$ cat config.mk
export PLATFORM = sky130hd
export DESIGN_NAME = lcb_decoder
export DESIGN_NICKNAME = d
export VERILOG_FILES = /design/src/logic/lcb_pkg.sv /design/src/logic/lcb_decoder.sv
export SDC_FILE = /design/constraint.sdc
export NUM_CORES = 1
export LEC_CHECK = 0
export ABC_AREA = 1
export BUFFER_PORTS_ARGS = -buffer_cell sky130_fd_sc_hd__clkbuf_2
export CORE_MARGIN = 2
export CORE_UTILIZATION = 58
export CTS_CLUSTER_DIAMETER = 40
export DETAILED_ROUTE_END_ITERATION = 8
export PLACE_DENSITY = 0.85
export RECOVER_POWER = 100
export SETUP_SLACK_MARGIN = 0.4
export SYNTH_ARGS = -nofsm -noshare
export SYNTH_HDL_FRONTEND = slang
export SYNTH_SLANG_ARGS = --single-unit
$ cat constraint.sdc
create_clock -name core_clk -period 4.8 [get_ports core_clk]
set_input_delay 0.24 -clock core_clk [delete_from_list [all_inputs] [get_ports core_clk]]
set_output_delay 0.24 -clock core_clk [all_outputs]
set_load 0.05 [all_outputs]
$ cat src/logic/lcb_pkg.sv
// Purpose: Shared constants and types for the LCD command decoder and blink block
// Assumes: Byte-level interface, bus framing handled elsewhere
// Notes: Drive mode codes follow the mode command field
package lcb_pkg;
    localparam int CONT_BIT = 7;
    localparam logic [1:0] MODE_PAT = 2'h2;
    localparam logic [1:0] PTR_PAT = 2'h0;
    localparam logic [3:0] SUB_PAT = 4'hc;
    localparam logic [4:0] BANK_PAT = 5'h1e;
    localparam logic [3:0] BLINK_PAT = 4'he;
    localparam int EN_BIT = 3;
    localparam int BIAS_BIT = 2;
    localparam int IBANK_BIT = 1;
    localparam int OBANK_BIT = 0;
    localparam int AB_BIT = 2;
    localparam logic [4:0] STEP_STATIC = 5'h08;
    localparam logic [4:0] STEP_MUX2 = 5'h04;
    localparam logic [4:0] STEP_MUX3 = 5'h03;
    localparam logic [4:0] STEP_MUX4 = 5'h02;
    localparam int BLINK_DIV1 = 768;
    localparam int BLINK_DIV2 = 1536;
    localparam int BLINK_DIV3 = 3072;
    localparam int NOMINAL_FCLK_HZ = 1536;
    localparam int HALF_DIV_W = 11;

    typedef enum logic [1:0] {
        LCB_MUX4 = 2'h0,
        LCB_STATIC = 2'h1,
        LCB_MUX2 = 2'h2,
        LCB_MUX3 = 2'h3
    } lcb_drive_e;

    typedef struct packed {
        logic display_en;
        logic half_bias;
        lcb_drive_e drive;
        logic in_bank;
        logic out_bank;
        logic alt_bank_blink;
        logic [1:0] blink_rate_sel;
    } lcb_status_s;

    localparam lcb_status_s STATUS_RST = '{1'b0, 1'b0, LCB_MUX4, 1'b0, 1'b0, 1'b0, 2'h0};

    typedef enum logic {
        LCB_CMD = 1'b0,
        LCB_DATA = 1'b1
    } lcb_phase_e;
endpackage : lcb_pkg

$ cat src/logic/lcb_decoder.sv
// Purpose: Command decoder, status registers, data pointer and blink generator
// Assumes: One byte strobe per received byte, frame start pulse per transfer
// Notes: Blink timing counts display clock ticks given as an enable
// Function
// - Bit 7 marks another command follows
// - After clear flag, bytes become display data
// - Recognise commands by fixed high bits
// - Drive field selects backplane configuration
// - Bias bit selects third or half bias
// - Enable bit blanks display, bit 4 ignored
// - Pointer load copies low five bits
// - Subaddress command copies low three bits
// - Bank bit 1 picks input storage rows
// - Bank bit 0 picks displayed rows
// - Bank command ignored in three/four-way
// - Blink field selects off or mode
// - Blink divides display clock 768/1536/3072
// - Nominal 1536 Hz gives 2/1/0.5 Hz
// - Blink bit 2 picks whole or alternate
// - Alternate blink swaps displayed bank periodically
// - Three/four-way forces whole-display blinking
// - Apply commands, store data in order
// - Pointer advances 8, 4, 3 or 2
// - Store only on subaddress match, advance anyway
`timescale 1ns/1ns
module lcb_decoder (
    // Clock and reset
    input wire logic core_clk,
    input wire logic arst_n,
    input wire logic clk_en,
    // Received bytes
    input wire logic frame_start,
    input wire logic byte_valid,
    input wire logic [7:0] byte_data,
    // Display clock tick and subaddress pins
    input wire logic disp_tick,
    input wire logic hw_subaddr_pin0,
    input wire logic [1:0] hw_subaddr_hi,
    // Status
    output lcb_pkg::lcb_status_s status,
    output logic [4:0] data_ptr,
    output logic [2:0] subaddr_cnt,
    output logic in_data_phase,
    // RAM write
    output logic ram_we,
    output logic [4:0] ram_addr,
    output logic [7:0] ram_wdata,
    output logic [1:0] ram_drive,
    output logic ram_in_bank,
    // Display output control
    output logic display_on,
    output logic shown_bank
);
    lcb_pkg::lcb_phase_e phase, next_phase;
    lcb_pkg::lcb_status_s next_status;
    logic [4:0] next_ptr;
    logic [2:0] next_sub;
    logic [lcb_pkg::HALF_DIV_W-1:0] div_cnt, next_div_cnt;
    logic blink_phase, next_blink_phase;
    logic next_we;
    logic [4:0] next_addr;
    logic [7:0] next_wdata;
    logic [5:0] ptr_sum;
    logic [lcb_pkg::HALF_DIV_W-1:0] half_div;

    function automatic logic [4:0] ptr_step(input lcb_pkg::lcb_drive_e d);
        unique case (d)
            lcb_pkg::LCB_STATIC: ptr_step = lcb_pkg::STEP_STATIC;
            lcb_pkg::LCB_MUX2: ptr_step = lcb_pkg::STEP_MUX2;
            lcb_pkg::LCB_MUX3: ptr_step = lcb_pkg::STEP_MUX3;
            lcb_pkg::LCB_MUX4: ptr_step = lcb_pkg::STEP_MUX4;
        endcase
    endfunction : ptr_step

    function automatic logic has_alt_bank(input lcb_pkg::lcb_drive_e d);
        has_alt_bank = (d == lcb_pkg::LCB_STATIC) || (d == lcb_pkg::LCB_MUX2);
    endfunction : has_alt_bank

    // Blink toggles every half period, so a full cycle equals the divide ratio
    always_comb begin
        unique case (status.blink_rate_sel)
            2'h1: half_div = lcb_pkg::HALF_DIV_W'(lcb_pkg::BLINK_DIV1 / 2 - 1);
            2'h2: half_div = lcb_pkg::HALF_DIV_W'(lcb_pkg::BLINK_DIV2 / 2 - 1);
            2'h3: half_div = lcb_pkg::HALF_DIV_W'(lcb_pkg::BLINK_DIV3 / 2 - 1);
            default: half_div = '0;
        endcase
    end

    always_comb begin
        next_phase = phase;
        next_status = status;
        next_ptr = data_ptr;
        next_sub = subaddr_cnt;
        next_we = 1'b0;
        next_addr = ram_addr;
        next_wdata = ram_wdata;
        ptr_sum = {1'b0, data_ptr} + {1'b0, ptr_step(status.drive)};
        if (frame_start) begin
            next_phase = lcb_pkg::LCB_CMD;
        end else if (byte_valid && phase == lcb_pkg::LCB_DATA) begin
            if (subaddr_cnt == {hw_subaddr_hi, hw_subaddr_pin0}) begin
                next_we = 1'b1;
                next_addr = data_ptr;
                next_wdata = byte_data;
            end
            next_ptr = ptr_sum[4:0];
            if (ptr_sum[5]) begin
                next_sub = subaddr_cnt + 3'h1;
            end
        end else if (byte_valid) begin
            if (!byte_data[lcb_pkg::CONT_BIT]) begin
                next_phase = lcb_pkg::LCB_DATA;
            end
            if (byte_data[6:5] == lcb_pkg::MODE_PAT) begin
                next_status.display_en = byte_data[lcb_pkg::EN_BIT];
                next_status.half_bias = byte_data[lcb_pkg::BIAS_BIT];
                next_status.drive = lcb_pkg::lcb_drive_e'(byte_data[1:0]);
            end else if (byte_data[6:5] == lcb_pkg::PTR_PAT) begin
                next_ptr = byte_data[4:0];
            end else if (byte_data[6:3] == lcb_pkg::SUB_PAT) begin
                next_sub = byte_data[2:0];
            end else if (byte_data[6:2] == lcb_pkg::BANK_PAT) begin
                if (has_alt_bank(status.drive)) begin
                    next_status.in_bank = byte_data[lcb_pkg::IBANK_BIT];
                    next_status.out_bank = byte_data[lcb_pkg::OBANK_BIT];
                end
            end else if (byte_data[6:3] == lcb_pkg::BLINK_PAT) begin
                next_status.alt_bank_blink = byte_data[lcb_pkg::AB_BIT];
                next_status.blink_rate_sel = byte_data[1:0];
            end
        end
    end

    // Divider restarts when blinking is off so the first half period is full
    always_comb begin
        next_div_cnt = div_cnt;
        next_blink_phase = blink_phase;
        if (status.blink_rate_sel == 2'h0) begin
            next_div_cnt = '0;
            next_blink_phase = 1'b0;
        end else if (disp_tick) begin
            if (div_cnt >= half_div) begin
                next_div_cnt = '0;
                next_blink_phase = ~blink_phase;
            end else begin
                next_div_cnt = div_cnt + 1'b1;
            end
        end
    end

    // Decoder state: phase, status, pointer and subaddress counter
    always_ff @(posedge core_clk or negedge arst_n) begin
        if (!arst_n) begin
            phase <= lcb_pkg::LCB_CMD;
            status <= lcb_pkg::STATUS_RST;
            data_ptr <= '0;
            subaddr_cnt <= '0;
        end else if (clk_en) begin
            phase <= next_phase;
            status <= next_status;
            data_ptr <= next_ptr;
            subaddr_cnt <= next_sub;
        end
    end

    // RAM write port, registered so address and data settle with the strobe
    always_ff @(posedge core_clk or negedge arst_n) begin
        if (!arst_n) begin
            ram_we <= 1'b0;
            ram_addr <= '0;
            ram_wdata <= '0;
        end else if (clk_en) begin
            ram_we <= next_we;
            ram_addr <= next_addr;
            ram_wdata <= next_wdata;
        end
    end

    // Blink divider
    always_ff @(posedge core_clk or negedge arst_n) begin
        if (!arst_n) begin
            div_cnt <= '0;
            blink_phase <= 1'b0;
        end else if (clk_en) begin
            div_cnt <= next_div_cnt;
            blink_phase <= next_blink_phase;
        end
    end

    // Host-side element blinking in three/four-way is done by RAM rewrites
    logic alt_mode;
    assign alt_mode = status.alt_bank_blink && has_alt_bank(status.drive);
    assign display_on = status.display_en && !(blink_phase && !alt_mode);
    assign shown_bank = status.out_bank ^ (blink_phase && alt_mode);
    assign in_data_phase = (phase == lcb_pkg::LCB_DATA);
    assign ram_drive = status.drive;
    assign ram_in_bank = status.in_bank;
endmodule : lcb_decoder

# Word-level counts from Yosys, hierarchy flattened
# Index checks and enable logic that the tools add are counted.
dict set report totals {
  regBits 44
  elab_cells 94
}
dict set report op_classes {
  magnitude_cmp 1
  bitwise 8
  add_sub_neg 3
  eq_ne 16
  mux 25
  reduce_logical 26
}
# op n
set op_table {}
lappend op_table {{11-bit 2-to-1 mux} 3}
lappend op_table {{11-bit case mux with 3 select lines} 1}
lappend op_table {{5-bit 2-to-1 mux} 4}
lappend op_table {{5-bit case mux with 4 select lines} 1}
lappend op_table {{3-bit 2-to-1 mux} 6}
lappend op_table {{9-bit AND reduction} 2}
lappend op_table {{2-bit nonzero test} 6}
lappend op_table {{11-bit by 1-bit adder with 11-bit output (second input constant)} 1}
lappend op_table {{11-bit >= comparator} 1}
lappend op_table {{2-bit == test (second input constant)} 5}
lappend op_table {{1-bit 2-to-1 mux} 10}
lappend op_table {{2-bit != test (second input constant)} 5}
lappend op_table {{5-bit AND reduction} 2}
lappend op_table {{4-bit == test (second input constant)} 2}
lappend op_table {{4-bit AND reduction} 2}
lappend op_table {{1-bit NOT} 7}
lappend op_table {{7-bit AND reduction} 1}
lappend op_table {{5-bit by 5-bit adder with 6-bit output} 1}
lappend op_table {{2-bit zero test} 3}
lappend op_table {{5-bit == test (second input constant)} 1}
lappend op_table {{1-bit logical AND} 5}
lappend op_table {{2-bit by 1-bit == test with 1-bit output (second input constant)} 2}
lappend op_table {{3-bit by 1-bit adder with 3-bit output (second input constant)} 1}
lappend op_table {{3-bit == test} 1}
lappend op_table {{other kinds (5)} 6}

# Logic depth before layout (Yosys ltp)
# Gate-level depths: netlist (run 1).
dict set report depth {
  ltp_word 7
  ltp_mapped 14
}

# Worst setup path before layout (run 1)
# OpenSTA, ideal clock, no wires.
dict set report synth_path {
  kind {register to output}
  from {register status (netlist bit ram_drive[0])}
  to {output display_on}
  path_stages_with_launch 6
  path_slack_ns 2.182
  path_buffers 0
  arrival_ns 2.378
  cell_sequence {dfrtp_1 > inv_1 > ha_1 > inv_1 > nand2_1 > a21boi_0}
}
dict set report synth_between {
  elab_chain_len 7
  elab_cells_between_ends 8
  cone_classes {2 x eq/ne; 6 x reduce/logical}
}
# item line
set synth_lines {}
lappend synth_lines {{start: declaration} lcb_decoder.sv:40} ;# output lcb_pkg::lcb_status_s status,
lappend synth_lines {{start signal: assignment} lcb_decoder.sv:155} ;# status <= lcb_pkg::STATUS_RST;
lappend synth_lines {{start signal: assignment} lcb_decoder.sv:160} ;# status <= next_status;
lappend synth_lines {{2-bit by 1-bit == test with 1-bit output / 2-bit == test (equally long branches)} lcb_decoder.sv:76} ;# has_alt_bank = (d == lcb_pkg::LCB_STATIC) || (d == lcb_pkg::LCB_MUX2);
lappend synth_lines {{1-bit logical OR (*)} lcb_decoder.sv:76}
lappend synth_lines {{1-bit logical AND (*)} lcb_decoder.sv:192} ;# assign alt_mode = status.alt_bank_blink && has_alt_bank(status.drive);
lappend synth_lines {{1-bit zero test (*)} lcb_decoder.sv:193} ;# assign display_on = status.display_en && !(blink_phase && !alt_mode);
lappend synth_lines {{1-bit logical AND (*)} lcb_decoder.sv:193}
lappend synth_lines {{1-bit zero test (*)} lcb_decoder.sv:193}
lappend synth_lines {{1-bit logical AND (*)} lcb_decoder.sv:193}
lappend synth_lines {{end: declaration} lcb_decoder.sv:51} ;# output logic display_on,
# Every way passes the cells marked *; elsewhere a longest branch is shown, timed or not.

# Final worst setup path (run 1)
# Same ends and word-level chain as after synthesis.

==> results_dict.tcl, run 1 <==
set metrics [dict create \
    ir_worst_vdd_v 0.000385 \
    antenna_found_initial 0 \
    violations "max-capacitance violations, max-slew violations" \
    synthXorXnorAreaFrac 0.0515 \
    synth.avg_cell_area_um2 8.50 \
    gp_congestion 0.927 \
    worstReg2RegEnd "ram_wdata[4]$_DFFE_PN0P_" \
    vias 2032 \
    viasPerCell 5.29 \
    syn2layout_area_growth_pct 12.5 \
    cts_tree "done" \
    synth-compound-area-share 0.133 \
    path_clk_slew_ns 0.08 \
    design_area_um2 2680 \
    synth-async-reset-ratio 1.00 \
    timing.rr.start "in_data_phase$_DFFE_PN0P_" \
    hold_path_depth 2 \
    syn_area_um2 2380 \
    finalSetupTns_ns 0 \
    hold_end "in_data_phase$_DFFE_PN0P_" \
    wl_per_cell_um 13.8 \
    h-tree-depth 2 \
    die_area_um2 4630 \
    root_buffer "clkbuf_8" \
    drive_gt1_frac 0.0659 \
    endpoint_kind "primary output" \
    worst-endpoint-required_ns 4.56 \
    hold_start "frame_start" \
    slew_headroom -0.520 \
    core-area_um2 3970 \
    fin_crit_ns 2.27 \
    seqPwrFrac 0.399 \
    grt_pass1_vias 1983 \
    overflow 0 \
    synth_top_area_share 0.463 \
    p_sw_mw 0.571 \
    clock-skew-final_ns 0.00464 \
    fp-row-count 23 \
    drtAntennaViolNets 0 \
    maxCapViolations 1 \
    cp_max_fo 6 \
    ys_ff_latch 44 \
    dp.cells 376 \
    switching_share 0.464 \
    start_kind "register" \
    reg2regPathDepth 4 \
    synth_area_leaders "dfrtp_1 (46%), nand2_1 (10%), ha_1 (7.4%)" \
    grt_pass1_wl_um 9070 \
    finalNonFillerCells 384 \
    grtUsageTotal 0.263 \
    status "finished with violations" \
    wirelength_um 5320 \
    clkPwrFrac 0.200 \
    path_class "reg -> out" \
    nFillCells 346 \
    numCtsBuffers 5 \
    synth_seq_area_share 0.463 \
    worstPathArrival_ns 2.03 \
    fmax_ghz 0.441 \
    p_leak_nw 1.33 \
    yosys.area_share.simple 0.192 \
    cts_hold_repair.buffers 0 \
    hold_path.class "in -> reg" \
    clockBufferDepth 2 \
    worstMarginPinSlew_ns 2.28 \
    start_util 0.599 \
    finalHoldViolCount 0 \
    drc 0 \
    num-nets-final 365 \
    internal_power_mw 0.658 \
    dr.pass1.iters 4 \
    slew_viol_final 45 \
    syn_nets 312 \
    dominantRegCellSynth "dfrtp_1" \
    reg2reg_setup_slack_ns 2.69 \
    seq_area_um2 1100 \
    die_width_um 68.1 \
    post-route-period-util 0.472 \
    p_per_area_nw_per_um2 459 \
    synth_top_family_by_area "simple AND/OR/NAND/NOR gates" \
    setup_violations 0 \
    numPortBuffers 53 \
    num_antenna_cells 0 \
    rsz0062_at_grt "no" \
    yosysWarnings 0 \
    drt_iter0_markers 90 \
    cts-resized-gates 0 \
    syn_inst 280 \
    grt_max_degree 45 \
    postCtsSetupBuffers 0 \
    placedInstanceArea_um2 2660 \
    die_height_um 68.1 \
    synth_enable_flop_cells 0 \
    synth_top_cell_by_area "dfrtp_1" \
    synthMuxAreaShare 0 \
    yosys.area_share.adder 0.0820 \
    pin_count 54 \
    whs_ns 0.136 \
    clock-sinks 44 \
    synth.distinct_cells 32 \
    multi_input_area_um2 1070 \
    place_hpwl_um 4030 \
    clk-insertion-delay-late_ns 0.30 \
    combPwrFrac 0.400 \
]
[how the worst max path moves through the flow]
stage / from / to / slack (ns) / cells after the start
floorplan: ram_drive[0]$_DFFE_PN0P_ / display_on / 2.18 / 5
global placement: ram_drive[0]$_DFFE_PN0P_ / subaddr_cnt[2]$_DFFE_PN0P_ / 2.90 / 12
detailed placement: ram_drive[0]$_DFFE_PN0P_ / subaddr_cnt[2]$_DFFE_PN0P_ / 2.80 / 12
CTS: ram_drive[0]$_DFFE_PN0P_ / display_on / 2.70 / 6
global route: arst_n / subaddr_cnt[2]$_DFFE_PN0P_ / 2.40 / 1
finish: ram_drive[0]$_DFFE_PN0P_ / display_on / 2.53 / 6
[layout make-up]
cell class | count | share of cell area
Clock buffer | 7 | 0.0323
Clock inverter | 1 | 0.00281
Inverter | 36 | 0.0505
Timing Repair Buffer | 53 | 0.0809
Tap cell | 50 | 0.0234
Multi-Input combinational cell | 193 | 0.399
Sequential cell | 44 | 0.411
[synthesized netlist by cell type, drive strengths merged (2+ instances only)]
cell type and number:
nand2 68, dfrtp 44, inv 36, o21ai 29, nand3 18, a21oi 17, nor2 17, ha 14
xor2 8, buf 7, xnor2 6, a22oi 2, a31oi 2, nor3 2, nor4 2
[critical path, stage by stage, from the launching register on]
cell	delay (ns)
dfrtp_1	0.43
inv_1	0.07
ha_1	0.33
inv_1	0.15
nand2_1	0.06
a21boi_0	0.20
clkbuf_1	0.50
[power groups by stage]
| stage | sequential (mW) | combinational [mW] | clock (mW) |
|---|---|---|---|
| floorplan | 0.677 | 0.204 | 0 |
| global placement | 0.495 | 0.498 | 0 |
| detailed placement | 0.499 | 0.512 | 0 |
| CTS | 0.491 | 0.515 | 0.249 |
| global route | 0.501 | 0.541 | 0.265 |
| finish | 0.491 | 0.492 | 0.246 |
[kinds of logic after synthesis]
group | count (synthesis)
simple gates | 109
compound gates | 55
xor+xnor | 14
fa+ha+maj | 15
flops | 44
buf+inv | 43
[metal layers]
| metal | wire, um | global-route usage | up-vias |
|---|---|---|---|
| met2 | 2470 | 0.410 | 52 |
| li1 | - | - | 1013 |
| met5 | 0 | 0 | - |
| met3 | 311 | 0.0839 | 13 |
| met4 | 104 | 0.0925 | 0 |
| met1 | 2430 | 0.346 | 954 |
[flip-flops by register name (all words and copies together) (netlist names), 2 cells and up]
| signal | count |
|---|---|
| ram_wdata | 8 |
| subaddr_cnt | 3 |
| ram_drive | 2 |
| status | 6 |
| div_cnt | 11 |
| data_ptr | 5 |
| ram_addr | 5 |
[cell usage in the layout, fill, tap and decap left out, drive strengths merged, types with 2 or more instances in the layout]
master and n:
nor4 2, a31oi 2, dfrtp 44, ha 14, a22oi 2, nand3 18, a21oi 17, clkbuf 60
inv 35, nor3 2, xnor2 6, nand2 68, nor2 17, xor2 8, o21ai 29
[metrics by stage]
| step | worst slack (ns) | power (mW) | util |
|---|---|---|---|
| floorplan | 2.18 | 0.882 | - |
| global placement | 2.90 | 0.993 | 0.669 |
| detailed placement | 2.80 | 1.01 | 0.669 |
| CTS | 2.70 | 1.26 | 0.693 |
| global route | 2.40 | 1.31 | 0.674 |
| finish | 2.53 | 1.23 | 0.674 |
No activity file was read; power rests on OpenSTA's default activity.
==> inputs of run 2 (changes only) <==
Settings changed: CORE_UTILIZATION 58 to 54, PLACE_DENSITY 0.85 to 0.8.
Clock period 4.8 ns to 2.2 ns, I/O delays scaled along.
==> run 2 against run 1 <==
The run now ends clean; largest cell class is now multi-input combinational cells; worst setup slack worse by 2.3 ns; highest routed layer unchanged; utilization up 0.44 points; count of clock-buffer cells in the layout down 1; sequential power up 120%; design area up 8.8%; global-route usage down 2.2 points; worst hold slack worse by 0.11 ns; via count up 6.5%; critical path type unchanged; critical endpoint unchanged; power up 130%; combinational power up 140%; first-iteration DRC count up 86%; clock skew about the same.
==> results_dict.tcl, run 2 (synthesized netlist as in run 1, its figures left out) <==
set metrics [dict create \
    fp-row-count 24 \
    place_hpwl_um 4050 \
    finalPower_mw 2.89 \
    core-area_um2 4290 \
    dp.cells 381 \
    p_per_area_nw_per_um2 991 \
    h-tree-depth 2 \
    die_area_um2 4950 \
    numCtsBuffers 5 \
    clock-skew-final_ns 0.00414 \
    ir_worst_vdd_v 0.000656 \
    finalSetupTns_ns 0 \
    largest_reg_flops 11 \
    setup_violations 0 \
    grt_max_degree 27 \
    finalNonFillerCells 400 \
    slew_headroom 0.0883 \
    post-route-period-util 0.890 \
    path_clk_slew_ns 0.09 \
    cp_cell_sequence "ha_4, inv_2, nand2_1, a21boi_1, clkbuf_1" \
    path_buf_inv 2 \
    die_height_um 70.4 \
    status "completed" \
    worst-endpoint-required_ns 2.09 \
    final_common_cell "nand2_1" \
    wirelength_um 5650 \
    pin_count 54 \
    fmax_ghz 0.511 \
    rsz0062_at_grt "yes" \
    clkPwrFrac 0.213 \
    grt_pass1_wl_um 9380 \
    maxCapViolations 0 \
    overflow 0 \
    worstPathArrival_ns 1.85 \
    final_cell_mix "nand2_1 (66), clkbuf_1 (40), dfrtp_1 (39), inv_1 (30), o21ai_0 (25)" \
    cp_slowest_cell "dfrtp_4" \
    finalHoldViolCount 0 \
    hold_path.class "in -> reg" \
    viasPerCell 5.41 \
    clock-sinks 44 \
    clockBufferDepth 2 \
    drt_iter0_markers 167 \
    top_regs "div_cnt: 11 flops, ram_wdata: 8 flops, status: 6 flops" \
    fin_crit_ns 1.96 \
    num_antenna_cells 0 \
    cp_top_family "buffers and inverters" \
    cp_max_fo 6 \
    wl_per_cell_um 14.1 \
    worstMarginPinSlew_ns 1.37 \
    numPortBuffers 53 \
    endpoint_kind "primary output" \
    path_class "reg -> out" \
    clk-insertion-delay-late_ns 0.30 \
    syn2layout_area_growth_pct 22.4 \
    slew_viol_final 0 \
    p_sw_mw 1.28 \
    final_core_util 0.678 \
    grtUsageTotal 0.241 \
    switching_share 0.445 \
    drtAntennaViolNets 0 \
    p_leak_nw 1.42 \
    root_buffer "clkbuf_8" \
    internal_power_mw 1.60 \
    drc 0 \
    regMostFlops "div_cnt" \
    cts_tree "done" \
    combPwrFrac 0.410 \
    start_util 0.554 \
    vias 2165 \
    dr.pass1.iters 4 \
    die_width_um 70.4 \
    gp_congestion 0.929 \
    whs_ns 0.0245 \
    critPathMaxStageDelay_ns 0.53 \
    seqPwrFrac 0.378 \
    drive_gt1_frac 0.167 \
    antenna_found_initial 0 \
    num-nets-final 379 \
    grt_pass1_vias 2013 \
    start_kind "register" \
]
==> run 2: cell types whose count changed in the layout (fill, tap and decap cells not counted), sizes merged <==
cell / delta
bufinv: +1
buf: +8
dlygate4sd3: +1
clkbuf: +4
==> run 2: worst register-to-register path, delay by kind of cell (launching register included) <==
family / cells / cell delay [ns]
AOI/OAI and AO/OA: 2 / 0.18
adders and majority gates: 1 / 0.28
DFF: 1 / 0.43
buffers and inverters: 3 / 0.32
and+or+nand+nor: 7 / 0.58
==> run 2: per-layer routing <==
layer / vias to the layer above / track usage / routed length (um)
met5: - / 0 / 0
met4: 0 / 0.0833 / 114
met3: 12 / 0.0447 / 298
met2: 72 / 0.393 / 2770
met1: 1038 / 0.324 / 2470
li1: 1043 / - / -
==> run 2: stage by stage <==
step | setup slack (ns) | cell area, um2
3_3_place_gp | 0.404 | 2760
5_1_grt | 0.140 | 2910
3_5_place_dp | 0.348 | 2760
6_report | 0.243 | 2910
2_1_floorplan | 0.338 | 2460
4_1_cts | 0.373 | 2900
==> run 2: what timing repair did <==
item / in CTS / in global routing
hold endpoints to repair: 24 / 0
hold buffers: 1 / 0
setup buffers: 2 / 8
pin swaps: 4 / 7
gates resized for setup: 2 / 16
endpoints found under the setup margin: 7 / 20
==> run 2: area by class of cell <==
class	count	area (um2)
Fill cell	354	1380
Multi-Input combinational cell	193	1170
Sequential cell	44	1110
Timing Repair Buffer	67	318
Inverter	36	139
Clock buffer	6	72.6
Tap cell	52	65.1
Clock inverter	2	35.0
==> run 2: worst paths after layout <==
check,startpoint,endpoint,slack [ns],cells past startpoint
setup / recovery,ram_drive[1]$_DFFE_PN0P_,display_on,0.24,5
hold / removal,frame_start,in_data_phase$_DFFE_PN0P_,0.02,2
setup reg to reg,status[0]$_DFFE_PN0P_,div_cnt[9]$_DFFE_PN0P_,0.32,13
hold reg to reg,ram_we$_DFFE_PN0P_,ram_we$_DFFE_PN0P_,0.48,2
max in group asynchronous,arst_n,ram_drive[1]$_DFFE_PN0P_,0.58,3
min in group asynchronous,arst_n,status[3]$_DFFE_PN0P_,0.65,2
==> run 2: power by group through the flow <==
stage	sequential, mW	combinational (mW)	clock, mW
3_5_place_dp	1.11	1.17	0
6_report	1.09	1.18	0.614
5_1_grt	1.11	1.30	0.653
4_1_cts	1.09	1.20	0.625
3_3_place_gp	1.10	1.14	0
2_1_floorplan	1.50	0.486	0
==> inputs of run 3 (changes only) <==
Settings changed: BUFFER_PORTS_ARGS -buffer_cell sky130_fd_sc_hd__clkbuf_2 to unset, CORE_UTILIZATION 54 to 60, DONT_BUFFER_PORTS set to 1, PLACE_DENSITY 0.8 to 0.83, SLEW_MARGIN set to 20.
==> run 3 against run 2 <==
Sequential power increased by 22%; fmax increased by 0.40%; die area decreased by 9.4%; wire length increased by 9.6%; via count decreased by 3.9%; clock skew about the same; worst setup slack improved by 0.0077 ns; largest power group is now registers.
==> results_dict.tcl, run 3 (synthesized netlist as in run 1, its figures left out) <==
set metrics [dict create \
    slew_headroom 0.139 \
    vias 2081 \
    num-nets-final 346 \
    p_sw_mw 1.32 \
    clock-skew-final_ns 0.00444 \
    final_common_cell "nand2_1" \
    dr.pass1.iters 5 \
    top_regs "div_cnt: 11 flops, ram_wdata: 8 flops, status: 6 flops" \
    rsz0062_at_grt "yes" \
    grt_pass1_wl_um 9100 \
    ir_worst_vdd_v 0.000746 \
    start_util 0.636 \
    worstPathArrival_ns 2.14 \
    start_kind "register" \
    numPortBuffers 0 \
    syn2layout_area_growth_pct 21.4 \
    overflow 0 \
    path_clk_slew_ns 0.08 \
    largest_reg_flops 11 \
    final_cell_mix "nand2_1 (59), dfrtp_1 (40), inv_1 (28), o21ai_0 (26)" \
    drt_iter0_markers 196 \
    drtAntennaViolNets 0 \
    grt_max_degree 45 \
    finalHoldViolCount 0 \
    clk-insertion-delay-late_ns 0.30 \
    gp_congestion 0.860 \
    status "completed" \
    drc 0 \
    reg2reg_setup_slack_ns 0.25 \
    switching_share 0.448 \
    drive_gt1_frac 0.194 \
    post-route-period-util 0.886 \
    die_height_um 67.0 \
    grt_pass1_vias 1937 \
    placedInstanceArea_um2 2580 \
    p_per_area_nw_per_um2 1020 \
    clock-sinks 44 \
    timing.rr.start "ram_drive[0]$_DFFE_PN0P_" \
    finalSetupTns_ns 0 \
    num_antenna_cells 0 \
    combPwrFrac 0.341 \
    antenna_found_initial 0 \
    finalNonFillerCells 363 \
    grtUsageTotal 0.281 \
    fp-row-count 22 \
    die_area_um2 4490 \
    clkPwrFrac 0.208 \
    cts_tree "done" \
    fmax_ghz 0.513 \
    wirelength_um 6190 \
    post-place-ws_ns 0.321 \
    core-area_um2 3740 \
    h-tree-depth 2 \
    nFillCells 275 \
    maxCapViolations 0 \
    hold_path.class "in -> reg" \
    slew_viol_final 0 \
    place_hpwl_um 4030 \
    numCtsBuffers 5 \
    setup_slack_ns 0.251 \
    cp_max_fo 5 \
    path_class "reg -> reg" \
    wl_per_cell_um 17.0 \
    regMostFlops "div_cnt" \
    viasPerCell 5.73 \
    design_area_um2 2890 \
    pin_count 54 \
    fin_crit_ns 1.95 \
    worst-endpoint-required_ns 2.39 \
    endpoint_kind "register" \
    hold_start "byte_data[7]" \
    seqPwrFrac 0.451 \
    internal_power_mw 1.63 \
    die_width_um 67.0 \
    clockBufferDepth 2 \
    cp-startpoint "ram_drive[0]$_DFFE_PN0P_" \
    p_leak_nw 1.38 \
    setup_violations 0 \
    worstMarginPinSlew_ns 1.29 \
    dp.cells 336 \
    final_core_util 0.772 \
    root_buffer "clkbuf_8" \
]
-- run 3: cell count changes in the layout (fill, tap and decap cells not counted), sizes merged --
cell         change
buf              +3
dlygate4sd3      +5
clkbuf          -41
-- run 3: power by group through the flow --
stage,sequential (mW),combinational (mW),clock [mW]
after floorplan,1.50,0.486,0
after global placement,1.35,0.824,0
after detailed placement,1.35,0.858,0
after CTS,1.33,0.944,0.614
after global routing,1.35,1.10,0.648
final,1.33,1.01,0.614
-- run 3: repair_timing --
action,in CTS,in global routing
setup buffers,5,7
hold buffers,7,0
hold endpoints to repair,48,0
resized for setup,5,25
setup endpoints to repair,8,32
pin swaps,3,15
-- run 3: path summary, 6_finish.rpt --
path	end	cells past startpoint
max	subaddr_cnt[2]$_DFFE_PN0P_	12
max reg2reg	subaddr_cnt[2]$_DFFE_PN0P_	12
min	ram_wdata[7]$_DFFE_PN0P_	2
max in group asynchronous	ram_drive[1]$_DFFE_PN0P_	2
min in group asynchronous	data_ptr[2]$_DFFE_PN0P_	2
min reg2reg	ram_in_bank$_DFFE_PN0P_	2
-- run 3: stage by stage --
stage | power [mW] | hold slack [ns]
after floorplan | 1.98 | -0.186
after global placement | 2.17 | -0.185
after detailed placement | 2.21 | -0.185
after CTS | 2.89 | 0.0000737
after global routing | 3.10 | 0.0273
final | 2.96 | 0.00131
-- run 3: final cells by class --
type                       instances  area [um2]  share of cell area
inverter                          36         136              0.0472
clock inverter                     2        35.0              0.0121
timing repair buffer              34         245              0.0849
clock buffer                       6        72.6              0.0251
multi-input combinational        193        1230               0.426
sequential                        44        1110               0.384
tap                               48        60.1              0.0208
-- run 3: routing by layer --
layer	GRT usage	up-vias	wire [um]
met5	0	-	0
met4	0.122	0	118
met3	0.0828	16	482
met2	0.450	101	3090
met1	0.353	989	2500
li1	-	975	-
-- run 3: critical path: stages (launching register included) --
cell and delay (ns):
dfrtp_1 0.49, inv_1 0.12, ha_4 0.27, ha_4 0.26
nand3_1 0.07, nand3_2 0.08, nand2_2 0.06, nand2_2 0.07
nand2_2 0.05, o31ai_2 0.09, nand2_2 0.13, nand2_1 0.08
o21ai_1 0.08
